[src/hw/abu_cfg.svh]
/*
 * constants of the address breakpoint unit: offsets, fields, resets.
 * assumes an 8-bit register port with a 16-bit byte address.
 */
`ifndef ABU_CFG_SVH
`define ABU_CFG_SVH
`define ABU_OFS_STATUS 16'hFE00
`define ABU_OFS_FLAG_CTRL 16'hFE03
`define ABU_OFS_ADDR_HIGH 16'hFE0C
`define ABU_OFS_ADDR_LOW 16'hFE0D
`define ABU_OFS_CONTROL 16'hFE0E
`define ABU_BIT_ENABLE 7
`define ABU_BIT_ACTIVE 6
`define ABU_BIT_SW_EXIT 1
`define ABU_BIT_CLR_EN 7
`define ABU_RST_BYTE 8'h00
`define ABU_ZERO_BYTE 8'h00
`endif

[src/hw/abu_pkg.sv]
/*
 * types shared by the address breakpoint unit.
 * assumes nothing beyond a sv compiler.
 */
package abu_pkg;
    typedef enum logic [1:0] {
        ABU_IDLE,
        ABU_PENDING,
        ABU_IN_BREAK
    } abu_state_t;
    typedef logic [7:0] abu_byte_t;
endpackage

[src/hw/abu_byte_reg.sv]
/*
 * one 8-bit read/write register with write strobe and zero reset.
 * assumes single clock, asynchronous active-low reset.
 */
`timescale 1ns/10ps
`include "abu_cfg.svh"
module abu_byte_reg
    import abu_pkg::*;
(
    input wire logic clk_in,
    input wire logic rst_n_in,
    input wire logic wr_in,
    input wire abu_byte_t data_in,
    output abu_byte_t value_out
);
    always_ff @(posedge clk_in or negedge rst_n_in) begin
        if (!rst_n_in) begin
            value_out <= `ABU_RST_BYTE;
        end else if (wr_in) begin
            value_out <= data_in;
        end
    end
endmodule

[src/hw/abu_compare.sv]
/*
 * 16-bit address comparator for cpu fetch cycles.
 * assumes fetch qualifier and address are valid in the same cycle.
 */
`timescale 1ns/10ps
module abu_compare (
    input wire logic [15:0] addr_in,
    input wire logic [15:0] ref_in,
    input wire logic fetch_in,
    input wire logic enable_in,
    output logic match_out
);
    // only program-counter fetches count, so data traffic cannot break
    assign match_out = enable_in && fetch_in && (addr_in == ref_in);
endmodule

[src/hw/abu_top.sv]
/*
 * address breakpoint unit: compare registers, break control, status flags.
 * assumes the cpu core drives a fetch qualifier, instruction-boundary,
 * return-from-interrupt and low-power indications, all synchronous to clk_in.
 */
`timescale 1ns/10ps
`include "abu_cfg.svh"
module abu_top
    import abu_pkg::*;
(
    input wire logic clk_in,
    input wire logic rst_n_in,
    input wire logic [15:0] reg_addr_in,
    input wire logic [7:0] reg_wdata_in,
    input wire logic reg_wr_in,
    input wire logic reg_rd_in,
    output logic [7:0] reg_rdata_out,
    input wire logic [15:0] cpu_addr_in,
    input wire logic cpu_fetch_in,
    input wire logic cpu_insn_end_in,
    input wire logic cpu_return_from_interrupt_in,
    input wire logic cpu_low_power_in,
    output logic break_request_out,
    output logic break_in_progress_out,
    output logic watchdog_disable_out,
    output logic status_clear_allow_out
);
    // -----------------------------------------------------------------
    // register port
    // -----------------------------------------------------------------
    abu_byte_t addr_high;
    abu_byte_t addr_low;
    logic wr_high;
    logic wr_low;
    logic wr_ctrl;
    logic wr_stat;
    logic wr_flag;
    logic enable_q;
    logic active_q;
    logic sw_exit_q;
    logic clr_en_q;
    logic match;
    abu_state_t state_q;

    assign wr_high = reg_wr_in && (reg_addr_in == `ABU_OFS_ADDR_HIGH);
    assign wr_low = reg_wr_in && (reg_addr_in == `ABU_OFS_ADDR_LOW);
    assign wr_ctrl = reg_wr_in && (reg_addr_in == `ABU_OFS_CONTROL);
    assign wr_stat = reg_wr_in && (reg_addr_in == `ABU_OFS_STATUS);
    assign wr_flag = reg_wr_in && (reg_addr_in == `ABU_OFS_FLAG_CTRL);

    abu_byte_reg u_high (
        .clk_in(clk_in),
        .rst_n_in(rst_n_in),
        .wr_in(wr_high),
        .data_in(reg_wdata_in),
        .value_out(addr_high)
    );

    abu_byte_reg u_low (
        .clk_in(clk_in),
        .rst_n_in(rst_n_in),
        .wr_in(wr_low),
        .data_in(reg_wdata_in),
        .value_out(addr_low)
    );

    abu_compare u_cmp (
        .addr_in(cpu_addr_in),
        .ref_in({addr_high, addr_low}),
        .fetch_in(cpu_fetch_in),
        .enable_in(enable_q),
        .match_out(match)
    );

    // reads answer in every state, including during a break
    always_ff @(posedge clk_in or negedge rst_n_in) begin
        if (!rst_n_in) begin
            reg_rdata_out <= `ABU_ZERO_BYTE;
        end else if (reg_rd_in) begin
            case (reg_addr_in)
                `ABU_OFS_ADDR_HIGH: reg_rdata_out <= addr_high;
                `ABU_OFS_ADDR_LOW: reg_rdata_out <= addr_low;
                `ABU_OFS_CONTROL: reg_rdata_out <= {enable_q, active_q, 6'h00};
                `ABU_OFS_STATUS: reg_rdata_out <= {6'h00, sw_exit_q, 1'h0};
                `ABU_OFS_FLAG_CTRL: reg_rdata_out <= {clr_en_q, 7'h00};
                default: reg_rdata_out <= `ABU_ZERO_BYTE;
            endcase
        end else begin
            reg_rdata_out <= `ABU_ZERO_BYTE;
        end
    end

    // -----------------------------------------------------------------
    // control and flag registers
    // -----------------------------------------------------------------
    always_ff @(posedge clk_in or negedge rst_n_in) begin
        if (!rst_n_in) begin
            enable_q <= 1'b0;
        end else if (wr_ctrl) begin
            enable_q <= reg_wdata_in[`ABU_BIT_ENABLE];
        end
    end

    // a match in the same cycle as a clearing write wins, so no break is lost
    always_ff @(posedge clk_in or negedge rst_n_in) begin
        if (!rst_n_in) begin
            active_q <= 1'b0;
        end else if (match) begin
            active_q <= 1'b1;
        end else if (wr_ctrl) begin
            active_q <= reg_wdata_in[`ABU_BIT_ACTIVE];
        end
    end

    always_ff @(posedge clk_in or negedge rst_n_in) begin
        if (!rst_n_in) begin
            clr_en_q <= 1'b0;
        end else if (wr_flag) begin
            clr_en_q <= reg_wdata_in[`ABU_BIT_CLR_EN];
        end
    end

    // set on wake-by-break; writing one leaves it alone
    always_ff @(posedge clk_in or negedge rst_n_in) begin
        if (!rst_n_in) begin
            sw_exit_q <= 1'b0;
        end else if (break_request_out && cpu_low_power_in) begin
            sw_exit_q <= 1'b1;
        end else if (wr_stat && !reg_wdata_in[`ABU_BIT_SW_EXIT]) begin
            sw_exit_q <= 1'b0;
        end
    end

    // -----------------------------------------------------------------
    // break sequencing
    // -----------------------------------------------------------------
    // the cpu takes the request at an instruction boundary or in low power, and
    // leaves on return-from-interrupt; this unit only tracks those moments
    always_ff @(posedge clk_in or negedge rst_n_in) begin
        if (!rst_n_in) begin
            state_q <= ABU_IDLE;
        end else begin
            case (state_q)
                ABU_IDLE: begin
                    if (active_q && !cpu_insn_end_in) begin
                        state_q <= ABU_PENDING;
                    end else if (active_q) begin
                        state_q <= ABU_IN_BREAK;
                    end
                end
                ABU_PENDING: begin
                    if (cpu_insn_end_in || cpu_low_power_in) begin
                        state_q <= ABU_IN_BREAK;
                    end
                end
                ABU_IN_BREAK: begin
                    if (cpu_return_from_interrupt_in) begin
                        state_q <= ABU_IDLE;
                    end
                end
                default: state_q <= ABU_IDLE;
            endcase
        end
    end

    assign break_request_out = active_q && (state_q != ABU_IN_BREAK);
    assign break_in_progress_out = (state_q == ABU_IN_BREAK);
    assign watchdog_disable_out = (state_q == ABU_IN_BREAK);
    assign status_clear_allow_out = (state_q != ABU_IN_BREAK) || clr_en_q;

    // -----------------------------------------------------------------
    // register checks
    // -----------------------------------------------------------------
    // each compare byte moves only on its own strobe
    a_high_write: assert property (@(posedge clk_in) disable iff (!rst_n_in)
        wr_high
            |=> addr_high == $past(reg_wdata_in))
        else $error("high compare byte not written");

    a_low_write: assert property (@(posedge clk_in) disable iff (!rst_n_in)
        wr_low
            |=> addr_low == $past(reg_wdata_in))
        else $error("low compare byte not written");

    a_high_hold: assert property (@(posedge clk_in) disable iff (!rst_n_in)
        !wr_high
            |=> $stable(addr_high))
        else $error("high compare byte changed without write");

    a_low_hold: assert property (@(posedge clk_in) disable iff (!rst_n_in)
        !wr_low
            |=> $stable(addr_low))
        else $error("low compare byte changed without write");

    a_high_read: assert property (@(posedge clk_in) disable iff (!rst_n_in)
        (reg_rd_in && reg_addr_in == `ABU_OFS_ADDR_HIGH)
            |=> reg_rdata_out == $past(addr_high))
        else $error("high compare byte read wrong");

    a_low_read: assert property (@(posedge clk_in) disable iff (!rst_n_in)
        (reg_rd_in && reg_addr_in == `ABU_OFS_ADDR_LOW)
            |=> reg_rdata_out == $past(addr_low))
        else $error("low compare byte read wrong");

    a_ctrl_read: assert property (@(posedge clk_in) disable iff (!rst_n_in)
        (reg_rd_in && reg_addr_in == `ABU_OFS_CONTROL)
            |=> reg_rdata_out == {$past(enable_q), $past(active_q), 6'h00})
        else $error("control read wrong");

    a_status_read: assert property (@(posedge clk_in) disable iff (!rst_n_in)
        (reg_rd_in && reg_addr_in == `ABU_OFS_STATUS)
            |=> reg_rdata_out == {6'h00, $past(sw_exit_q), 1'b0})
        else $error("status read wrong");

    a_flag_read: assert property (@(posedge clk_in) disable iff (!rst_n_in)
        (reg_rd_in && reg_addr_in == `ABU_OFS_FLAG_CTRL)
            |=> reg_rdata_out == {$past(clr_en_q), 7'h00})
        else $error("flag control read wrong");

    // the background program reads registers from inside the break routine
    a_read_in_break: assert property (@(posedge clk_in) disable iff (!rst_n_in)
        (reg_rd_in && reg_addr_in == `ABU_OFS_ADDR_LOW && break_in_progress_out)
            |=> reg_rdata_out == $past(addr_low))
        else $error("register not readable in break");

    // -----------------------------------------------------------------
    // flag checks
    // -----------------------------------------------------------------
    a_enable_write: assert property (@(posedge clk_in) disable iff (!rst_n_in)
        wr_ctrl
            |=> enable_q == $past(reg_wdata_in[`ABU_BIT_ENABLE]))
        else $error("break enable not written");

    a_enable_hold: assert property (@(posedge clk_in) disable iff (!rst_n_in)
        !wr_ctrl
            |=> $stable(enable_q))
        else $error("break enable changed without write");

    a_enable_gate: assert property (@(posedge clk_in) disable iff (!rst_n_in)
        (!enable_q && !wr_ctrl && !active_q)
            |=> !active_q)
        else $error("break active without enable");

    a_match_sets_active: assert property (@(posedge clk_in) disable iff (!rst_n_in)
        match
            |=> active_q)
        else $error("match did not set break active");

    // a match beats a clearing write, so only a quiet cycle may clear
    a_active_clear: assert property (@(posedge clk_in) disable iff (!rst_n_in)
        (wr_ctrl && !reg_wdata_in[`ABU_BIT_ACTIVE] && !match)
            |=> !active_q)
        else $error("break active not cleared");

    a_active_hold: assert property (@(posedge clk_in) disable iff (!rst_n_in)
        (!wr_ctrl && !match)
            |=> $stable(active_q))
        else $error("break active changed by itself");

    a_sw_trigger: assert property (@(posedge clk_in) disable iff (!rst_n_in)
        (wr_ctrl && reg_wdata_in[`ABU_BIT_ACTIVE] && !active_q && state_q == ABU_IDLE)
            |=> break_request_out)
        else $error("software trigger gave no request");

    a_clr_en_write: assert property (@(posedge clk_in) disable iff (!rst_n_in)
        wr_flag
            |=> clr_en_q == $past(reg_wdata_in[`ABU_BIT_CLR_EN]))
        else $error("clear enable not written");

    a_clr_en_hold: assert property (@(posedge clk_in) disable iff (!rst_n_in)
        !wr_flag
            |=> $stable(clr_en_q))
        else $error("clear enable changed without write");

    a_exit_set: assert property (@(posedge clk_in) disable iff (!rst_n_in)
        (break_request_out && cpu_low_power_in)
            |=> sw_exit_q)
        else $error("stop/wait flag not set");

    a_exit_no_set: assert property (@(posedge clk_in) disable iff (!rst_n_in)
        (!sw_exit_q && !(break_request_out && cpu_low_power_in))
            |=> !sw_exit_q)
        else $error("stop/wait flag set without wake");

    // a wake in the same cycle outranks the clearing write
    a_exit_clear: assert property (@(posedge clk_in) disable iff (!rst_n_in)
        (wr_stat && !reg_wdata_in[`ABU_BIT_SW_EXIT] && !(break_request_out && cpu_low_power_in))
            |=> !sw_exit_q)
        else $error("stop/wait flag not cleared");

    a_exit_sticky: assert property (@(posedge clk_in) disable iff (!rst_n_in)
        (sw_exit_q && !(wr_stat && !reg_wdata_in[`ABU_BIT_SW_EXIT]))
            |=> sw_exit_q)
        else $error("stop/wait flag lost without clear");

    // -----------------------------------------------------------------
    // break sequencing checks
    // -----------------------------------------------------------------
    a_fetch_only: assert property (@(posedge clk_in) disable iff (!rst_n_in)
        !cpu_fetch_in
            |-> !match)
        else $error("non-fetch cycle matched");

    a_match_request: assert property (@(posedge clk_in) disable iff (!rst_n_in)
        (match && !break_in_progress_out && !cpu_insn_end_in && !cpu_low_power_in)
            |=> break_request_out)
        else $error("match gave no break request");

    // the cpu may not enter the break routine in mid-instruction
    a_pending_wait: assert property (@(posedge clk_in) disable iff (!rst_n_in)
        (state_q == ABU_PENDING && !cpu_insn_end_in && !cpu_low_power_in)
            |=> !break_in_progress_out)
        else $error("break entered before instruction end");

    a_boundary_entry: assert property (@(posedge clk_in) disable iff (!rst_n_in)
        (break_request_out && cpu_insn_end_in)
            |=> break_in_progress_out)
        else $error("no break at instruction end");

    a_watchdog_off: assert property (@(posedge clk_in) disable iff (!rst_n_in)
        (state_q == ABU_PENDING && cpu_insn_end_in)
            |=> watchdog_disable_out)
        else $error("watchdog not disabled in break");

    a_break_stays: assert property (@(posedge clk_in) disable iff (!rst_n_in)
        (break_in_progress_out && !cpu_return_from_interrupt_in)
            |=> break_in_progress_out)
        else $error("break ended without interrupt return");

    a_return_ends: assert property (@(posedge clk_in) disable iff (!rst_n_in)
        (state_q == ABU_IN_BREAK && cpu_return_from_interrupt_in)
            |=> !break_in_progress_out)
        else $error("interrupt return did not end break");

    a_watchdog_idle: assert property (@(posedge clk_in) disable iff (!rst_n_in)
        !break_in_progress_out
            |-> !watchdog_disable_out)
        else $error("watchdog disabled outside break");

    a_clear_gate: assert property (@(posedge clk_in) disable iff (!rst_n_in)
        (break_in_progress_out && !clr_en_q)
            |-> !status_clear_allow_out)
        else $error("status clear allowed in break");

    a_clear_allowed: assert property (@(posedge clk_in) disable iff (!rst_n_in)
        (!break_in_progress_out || clr_en_q)
            |-> status_clear_allow_out)
        else $error("status clear refused");
endmodule

[config.mk]
export PLATFORM = sky130hd
export DESIGN_NAME = abu_top
export DESIGN_NICKNAME = d
export VERILOG_FILES = /design/src/hw/abu_pkg.sv /design/src/hw/abu_byte_reg.sv /design/src/hw/abu_compare.sv /design/src/hw/abu_top.sv
export VERILOG_INCLUDE_DIRS = /design/src /design/src/hw
export SDC_FILE = /design/constraint.sdc
export NUM_CORES = 1
export LEC_CHECK = 0
export ABC_AREA = 1
export BUFFER_PORTS_ARGS = -buffer_cell sky130_fd_sc_hd__buf_2
export CAP_MARGIN = 25
export CELL_PAD_IN_SITES_DETAIL_PLACEMENT = 0
export CELL_PAD_IN_SITES_GLOBAL_PLACEMENT = 2
export CORE_UTILIZATION = 25
export CTS_BUF_LIST = sky130_fd_sc_hd__clkbuf_8
export DETAILED_ROUTE_END_ITERATION = 10
export HOLD_SLACK_MARGIN = 0.12
export PLACE_DENSITY = 0.78
export SYNTH_ARGS = -nofsm -noshare
export SYNTH_HDL_FRONTEND = slang
export SYNTH_SLANG_ARGS = --single-unit
[constraint.sdc]
create_clock -name clk_in -period 1.2 [get_ports clk_in]
set_clock_uncertainty 0.2 [all_clocks]
set_input_delay 0.12 -clock clk_in [delete_from_list [all_inputs] [get_ports clk_in]]
set_output_delay 0.12 -clock clk_in [all_outputs]
set_load 0.02 [all_outputs]
==> results.yml, run 1 <==
logic_synthesis:
  synth-warning-count: 0
  synth-adder-area-share: 0
  post_synthesis_compound_gate_area_fraction: 0.1060
  total_nets_after_synthesis: 279
  synth_top_family_by_area: "simple AND/OR/NAND/NOR gates"
  seq_area_frac_synth: 0.4418
  synthesis.area_mm2: 0.001699
  synth_simple_gate_area_share: 0.3181
  ys_types: 26
  fraction_of_synthesized_area_in_multiplexers: 0
  synth_xor_xnor_area_share: 0.03608
  synth-seq-cells: 30
  synthCells: 231
  synthesis.area_per_instance_um2: 7.356
cells_and_area:
  post-route-cell-area_mm2: 0.003033
  area_growth_pct: 78.50
  drive_above_1_share: 0.5042
  design.final.nets: 401
  diode_insertion_count_for_antenna_repair: 0
outcome:
  violations: "DRC, setup timing"
  status: "finished with violations"
floorplanning:
  core_area_mm2: 0.006459
  rows: 29
  floorplan.io_pins: 60
  fp.dieArea_mm2: 0.007130
  starting_density_of_the_core: 0.2631
  chipWidth_um: 84.44
  die_y_um: 84.44
sta:
  final_setup_viols: 7
  setup_repair_after_global_routing_missed_its_margin: "true"
  relSlewSlack: 0.8062
  tightestPinTransition_ns: 0.2885
  period_share: 1.117
  postLayoutSetupSlackWorst_ns: -0.1400
  max_freq_ghz: 0.7463
  fin_crit_ns: 1.340
  report.final.hold_viol_count: 0
  final-max-slew-violation-count: 0
  holdWs_ns: 0.06383
placed_design:
  numPortBuffers: 59
  dp.final_hpwl_mm: 3.633
  place_area_mm2: 0.002422
  placer_s_final_routability_congestion_estimate: 0.7496
critical_path:
  critPathKind: "register to primary output"
  r2r_slack_ns: -0.06
  cp_slowest_stage_delay_ns: 0.38
  worst_r2r_path_depth: 7
  critical_path.startpoint_type: "register"
  timing.critical_path.slowest_stage_cell: "sky130_fd_sc_hd__dfrtp_1"
  crit_chain: "inv_2 -> nor2_4 -> nor2_2 -> buf_6"
  highest_net_fanout_along_the_worst_path: 4
  worst-endpoint-arrival_ns: 1.02
  crit_path_end_kind: "primary output"
  required_ns: 0.88
power_and_ir_drop:
  p_int_mw: 1.673
  seqPwrFrac: 0.449
  ir_worst_vdd_uv: 411.3
  clock_power_share: 0.323
  power.leakage_nw: 1.593
  switching_part_of_the_total: 0.2778
  p_switching_mw: 0.6433
  combPwrFrac: 0.229
  fin_total_pwr_mw: 2.316
  pwr_density_cell_mw_per_mm2: 763.6
cts:
  cts.hold.buffers_added: 14
  inserted_clock_buffers: 5
  clock_tree_from_tritoncts: "done"
  clock_path_buffers: 2
  clock_sink_count: 30
  cts_root_buf: "sky130_fd_sc_hd__clkbuf_8"
  clock_pin_slew_reported_for_the_worst_setup_and_hold_paths_after_clock_tree_synthesis_ns: 0.06
  clock_insertion_delay_worst_skew_ns: 0.28
  cts_htree_levels: 2
grt:
  grt_usage: 0.1464
  grt_max_degree: 31
  first_global_vias: 1812
  initial_antenna_violation_count: 0
  grt_overflow_total: 0
  wire_length_of_the_first_global_routing_pass_mm: 8.121
route:
  num_vias: 1863
  detailed_route_drc_error_count: 8
  drt_pre_antenna_iters: 7
  route.antenna.remaining_nets: 0
  detail_route.iter0.violations: 86
  viasPerCell: 4.333
  wl_per_cell_um: 11.73
  drt_wl_total_mm: 5.043
job:
  drv.max_cap_violation_count: 0
worst_hold_path:
  worstHoldPathType: "primary input to register"
  min_path_cells: 6
==> area by class of cell <==
cell class                      instances  area (µm²)
Fill cell                             667        3426
Multi-Input combinational cell        161        1054
Timing Repair Buffer                  117       899.6
Sequential cell                        30       752.0
Inverter                               38       155.1
Tap cell                               77       96.34
Clock buffer                            5       68.82
Clock inverter                          2       7.507
==> routing by layer <==
layer,GRT usage,wire length [µm],vias up
li1,-,-,973
met1,0.1845,2322,836
met2,0.2407,2386,44
met3,0.03540,238,10
met4,0.06163,97,0
met5,0,0,-
==> power by group through the flow <==
stage	combinational [mW]	sequential, mW	clock (mW)
after floorplan	0.226	1.05	0
after global placement	0.403	1.05	0
after detailed placement	0.402	1.05	0
after CTS	0.472	1.04	0.768
after global routing	0.578	1.04	0.815
final	0.530	1.04	0.747
==> through the flow <==
step           worst slack (ns)  std cells    util  setup TNS (ns)
2_1_floorplan          -0.06811        231       -         -0.7439
3_5_place_dp            -0.3741        393  0.3750          -7.853
5_1_grt                 -0.1864        430  0.4696          -1.454
4_1_cts                 -0.1615        420  0.4190         -0.8678
3_3_place_gp            -0.3242        393  0.3750          -7.513
6_report                -0.1400        430  0.4696         -0.6383
==> path summary, 6_finish.rpt <==
check	startpoint	endpoint
setup reg to reg	u_high.value_out[7]	active_q
setup / recovery	state_q[1]	break_request_out
min in group asynchronous	rst_n_in	reg_rdata_out[4]
hold / removal	cpu_addr_in[12]	active_q
hold reg to reg	sw_exit_q	sw_exit_q
max in group asynchronous	rst_n_in	state_q[0]
==> layout by cell type (no fill, tap or decap), types with 2 or more instances in the layout <==
| cell | Yosys | routed |
|---|---|---|
| sky130_fd_sc_hd__dfrtp_1 | 30 | 29 |
| sky130_fd_sc_hd__nand2_1 | 52 | 38 |
| sky130_fd_sc_hd__xnor2_1 | 4 | 4 |
| sky130_fd_sc_hd__nand3_1 | 15 | 10 |
| sky130_fd_sc_hd__o21ai_1 | 1 | 8 |
| sky130_fd_sc_hd__nand3_2 | 1 | 4 |
| sky130_fd_sc_hd__inv_2 | 0 | 6 |
| sky130_fd_sc_hd__dlygate4sd3_1 | 0 | 13 |
| sky130_fd_sc_hd__nand2_4 | 0 | 7 |
| sky130_fd_sc_hd__xor2_1 | 3 | 3 |
| sky130_fd_sc_hd__nand4_1 | 4 | 4 |
| sky130_fd_sc_hd__nor2_1 | 34 | 21 |
| sky130_fd_sc_hd__inv_1 | 38 | 33 |
| sky130_fd_sc_hd__o21ai_2 | 2 | 12 |
| sky130_fd_sc_hd__clkbuf_8 | 0 | 5 |
| sky130_fd_sc_hd__nor2_2 | 0 | 5 |
| sky130_fd_sc_hd__or2_2 | 2 | 2 |
| sky130_fd_sc_hd__o21ai_0 | 20 | 3 |
| sky130_fd_sc_hd__nand3_4 | 0 | 3 |
| sky130_fd_sc_hd__nor2_4 | 1 | 9 |
| sky130_fd_sc_hd__a21oi_2 | 0 | 6 |
| sky130_fd_sc_hd__nor3_1 | 4 | 3 |
| sky130_fd_sc_hd__buf_4 | 1 | 33 |
| sky130_fd_sc_hd__buf_2 | 1 | 53 |
| sky130_fd_sc_hd__buf_12 | 0 | 4 |
| sky130_fd_sc_hd__buf_6 | 1 | 11 |
| sky130_fd_sc_hd__nand2_2 | 4 | 11 |
==> what timing repair did <==
item / CTS / global route
gates cloned: 1 / 1
endpoints found under the hold margin: 60 / 1
buffers inserted: 5 / 9
setup endpoints to repair: 12 / 33
pin swaps: 7 / 27
gates resized for setup: 10 / 60
==> cell families after synthesis <==
family,after synthesis
simple gates,120
xor+xnor,7
buf+inv,41
flops,30
compound gates,33
==> synthesized netlist by cell type <==
library cell / number / share of area
sky130_fd_sc_hd__a21oi_1: 7 / 0.021
sky130_fd_sc_hd__buf_2: 1 / 0.0029
sky130_fd_sc_hd__buf_4: 1 / 0.0044
sky130_fd_sc_hd__buf_6: 1 / 0.0066
sky130_fd_sc_hd__dfrtp_1: 30 / 0.44
sky130_fd_sc_hd__inv_1: 38 / 0.084
sky130_fd_sc_hd__nand2_1: 52 / 0.11
sky130_fd_sc_hd__nand2_2: 4 / 0.015
sky130_fd_sc_hd__nand3_1: 15 / 0.044
sky130_fd_sc_hd__nand3_2: 1 / 0.0059
sky130_fd_sc_hd__nand3b_1: 1 / 0.0044
sky130_fd_sc_hd__nand4_1: 4 / 0.015
sky130_fd_sc_hd__nor2_1: 34 / 0.075
sky130_fd_sc_hd__nor2_4: 1 / 0.0066
sky130_fd_sc_hd__nor3_1: 4 / 0.012
sky130_fd_sc_hd__nor3_2: 1 / 0.0059
sky130_fd_sc_hd__nor4_4: 1 / 0.013
sky130_fd_sc_hd__o21ai_0: 20 / 0.059
sky130_fd_sc_hd__o21ai_1: 1 / 0.0029
sky130_fd_sc_hd__o21ai_2: 2 / 0.010
sky130_fd_sc_hd__o22ai_1: 1 / 0.0037
sky130_fd_sc_hd__o31ai_1: 1 / 0.0044
sky130_fd_sc_hd__o32ai_1: 1 / 0.0052
sky130_fd_sc_hd__or2_2: 2 / 0.0074
sky130_fd_sc_hd__xnor2_1: 4 / 0.021
sky130_fd_sc_hd__xor2_1: 3 / 0.015
==> flip-flops by register name (all words and copies together), names as in the netlist <==
register and flops:
clr_en_q 1, sw_exit_q 1, u_low.value_out 8, enable_q 1, active_q 1, state_q 2
reg_rdata_out 8, u_high.value_out 8
==> worst max-delay path: cells and delay by family, from the launching register on <==
family	cells	cell delay [ns]
buffers and inverters	2	0.21
flip-flops	1	0.38
AND/OR/NAND/NOR	2	0.15
Power figures use the tool's default switching activity.
==> run 2: changes to the inputs <==
--- a/config.mk
+++ b/config.mk
@@ -15,6 +15,7 @@
 export CTS_BUF_LIST = sky130_fd_sc_hd__clkbuf_8
 export DETAILED_ROUTE_END_ITERATION = 10
 export HOLD_SLACK_MARGIN = 0.12
+export MAX_ROUTING_LAYER = met4
 export PLACE_DENSITY = 0.78
 export SYNTH_ARGS = -nofsm -noshare
 export SYNTH_HDL_FRONTEND = slang
==> results.yml, run 2 (synthesis gave the netlist of run 1 again) <==
grt:
  grt_overflow_total: 0
  grt_usage: 0.1509
  wire_length_of_the_first_global_routing_pass_mm: 8.114
  grt_max_degree: 31
  first_global_vias: 1812
  initial_antenna_violation_count: 0
cts:
  clock_pin_slew_reported_for_the_worst_setup_and_hold_paths_after_clock_tree_synthesis_ns: 0.06
  cts_htree_levels: 2
  cts_root_buf: "sky130_fd_sc_hd__clkbuf_8"
  clock_insertion_delay_worst_skew_ns: 0.28
  cts.hold.buffers_added: 14
  clock_path_buffers: 2
  inserted_clock_buffers: 5
  clock_sink_count: 30
  clock_tree_from_tritoncts: "done"
critical_path:
  r2r_slack_ns: -0.06
  timing.critical_path.to: "break_request_out"
  launch_point_of_the_worst_reg_to_reg_path: "u_high.value_out[7]"
  critical_path.startpoint_type: "register"
  worst-endpoint-arrival_ns: 1.02
  worst_r2r_endpoint: "active_q"
  worst_r2r_path_depth: 7
  critPathKind: "register to primary output"
  critical_path.startpoint: "state_q[1]"
  crit_path_end_kind: "primary output"
  required_ns: 0.88
  highest_net_fanout_along_the_worst_path: 4
route:
  route.antenna.remaining_nets: 0
  detailed_route_drc_error_count: 8
  wl_per_cell_um: 11.70
  drt_wl_total_mm: 5.031
  num_vias: 1868
  detail_route.iter0.violations: 89
  viasPerCell: 4.344
  drt_pre_antenna_iters: 7
cells_and_area:
  design.final.nets: 401
  most_common_library_cell_in_the_layout_ignoring_fill_and_taps: "sky130_fd_sc_hd__buf_2"
  top_flop_regs: "reg_rdata_out x8, u_high.value_out x8, u_low.value_out x8"
  diode_insertion_count_for_antenna_repair: 0
  area_growth_pct: 78.50
  drive_above_1_share: 0.5042
  final_cell_count_no_fill: 430
  mostFrequentLayoutCells: "53 x sky130_fd_sc_hd__buf_2, 38 x sky130_fd_sc_hd__nand2_1, 33 x sky130_fd_sc_hd__inv_1, 33 x sky130_fd_sc_hd__buf_4, 29 x sky130_fd_sc_hd__dfrtp_1"
  final_core_utilization: 0.4696
  fillers: 667
power_and_ir_drop:
  pwr_density_cell_mw_per_mm2: 763.6
  combPwrFrac: 0.229
  seqPwrFrac: 0.449
  power.leakage_nw: 1.593
  ir_worst_vdd_uv: 412.4
  fin_total_pwr_mw: 2.316
  switching_part_of_the_total: 0.2778
  p_switching_mw: 0.6433
  clock_power_share: 0.322
  p_int_mw: 1.673
sta:
  report.final.hold_viol_count: 0
  period_share: 1.117
  max_freq_ghz: 0.7460
  tightestPinTransition_ns: 0.2885
  relSlewSlack: 0.8062
  fin_crit_ns: 1.340
  holdWs_ns: 0.06327
  setup_repair_after_global_routing_missed_its_margin: "true"
  postLayoutSetupSlackWorst_ns: -0.1405
  final-max-slew-violation-count: 0
  final_setup_viols: 7
floorplanning:
  chipWidth_um: 84.44
  die_y_um: 84.44
  floorplan.io_pins: 60
  fp.dieArea_mm2: 0.007130
  core_area_mm2: 0.006459
  starting_density_of_the_core: 0.2631
  rows: 29
placed_design:
  dp_slack_ns: -0.3741
  dp_cells: 393
  dp.final_hpwl_mm: 3.633
  numPortBuffers: 59
  placer_s_final_routability_congestion_estimate: 0.7593
worst_hold_path:
  worstHoldPathType: "primary input to register"
outcome:
  status: "finished with violations"
  violations: "DRC, setup timing"
job:
  drv.max_cap_violation_count: 0
==> run 2: cell counts in the layout (fill, tap and decap cells not counted) <==
No cell type changed its count.
==> run 2: area by class of cell <==
class,count,area (µm²),share of cell area
Sequential cell,30,752.0,0.2479
Clock inverter,2,7.507,0.002475
Tap cell,77,96.34,0.03177
Timing Repair Buffer,117,899.6,0.2966
Multi-Input combinational cell,161,1054,0.3474
Inverter,38,155.1,0.05116
Clock buffer,5,68.82,0.02269
==> run 2: worst min path at each step <==
stage	startpoint	endpoint	slack [ns]	depth (start not counted)
after floorplan	rst_n_in	active_q	-0.38	0
after detailed placement	rst_n_in	reg_rdata_out[0]	-0.11	2
after CTS	cpu_addr_in[7]	active_q	0.07	6
final	cpu_addr_in[12]	active_q	0.06	6
after global routing	cpu_addr_in[12]	active_q	0.08	6
after global placement	rst_n_in	reg_rdata_out[4]	-0.11	2
==> run 2: layer usage <==
layer,global-route usage,up-vias,share of wire
li1,-,973,-
met1,0.1858,842,0.46
met4,0.06163,0,0.020
met5,-,-,0
met3,0.03343,9,0.045
met2,0.2407,44,0.47
==> run 2: critical path, stage by stage (launching register included) <==
cell	delay (ns)
sky130_fd_sc_hd__dfrtp_1	0.38
sky130_fd_sc_hd__inv_2	0.08
sky130_fd_sc_hd__nor2_4	0.05
sky130_fd_sc_hd__nor2_2	0.10
sky130_fd_sc_hd__buf_6	0.13
==> run 2: metrics by stage <==
step | instance area [µm²] | TNS (ns)
6_report | 3033 | -0.6431
5_1_grt | 3033 | -1.453
4_1_cts | 2706 | -0.8678
3_5_place_dp | 2422 | -7.853
3_3_place_gp | 2422 | -7.513
2_1_floorplan | 1805 | -0.7439
==> run 2: repair_timing <==
item | 4_1_cts | 5_1_grt
setup endpoints to repair | 12 | 33
gates resized for setup | 10 | 60
gates cloned | 1 | 1
pin swaps | 7 | 27
hold endpoints to repair | 60 | 1
buffers inserted | 5 | 9
==> run 2: power groups by stage <==
| stage | registers (mW) | clock network (mW) | logic, mW |
|---|---|---|---|
| after detailed placement | 1.05 | 0 | 0.402 |
| after global placement | 1.05 | 0 | 0.403 |
| after global routing | 1.04 | 0.815 | 0.578 |
| final | 1.04 | 0.747 | 0.530 |
| after floorplan | 1.05 | 0 | 0.226 |
| after CTS | 1.04 | 0.768 | 0.472 |
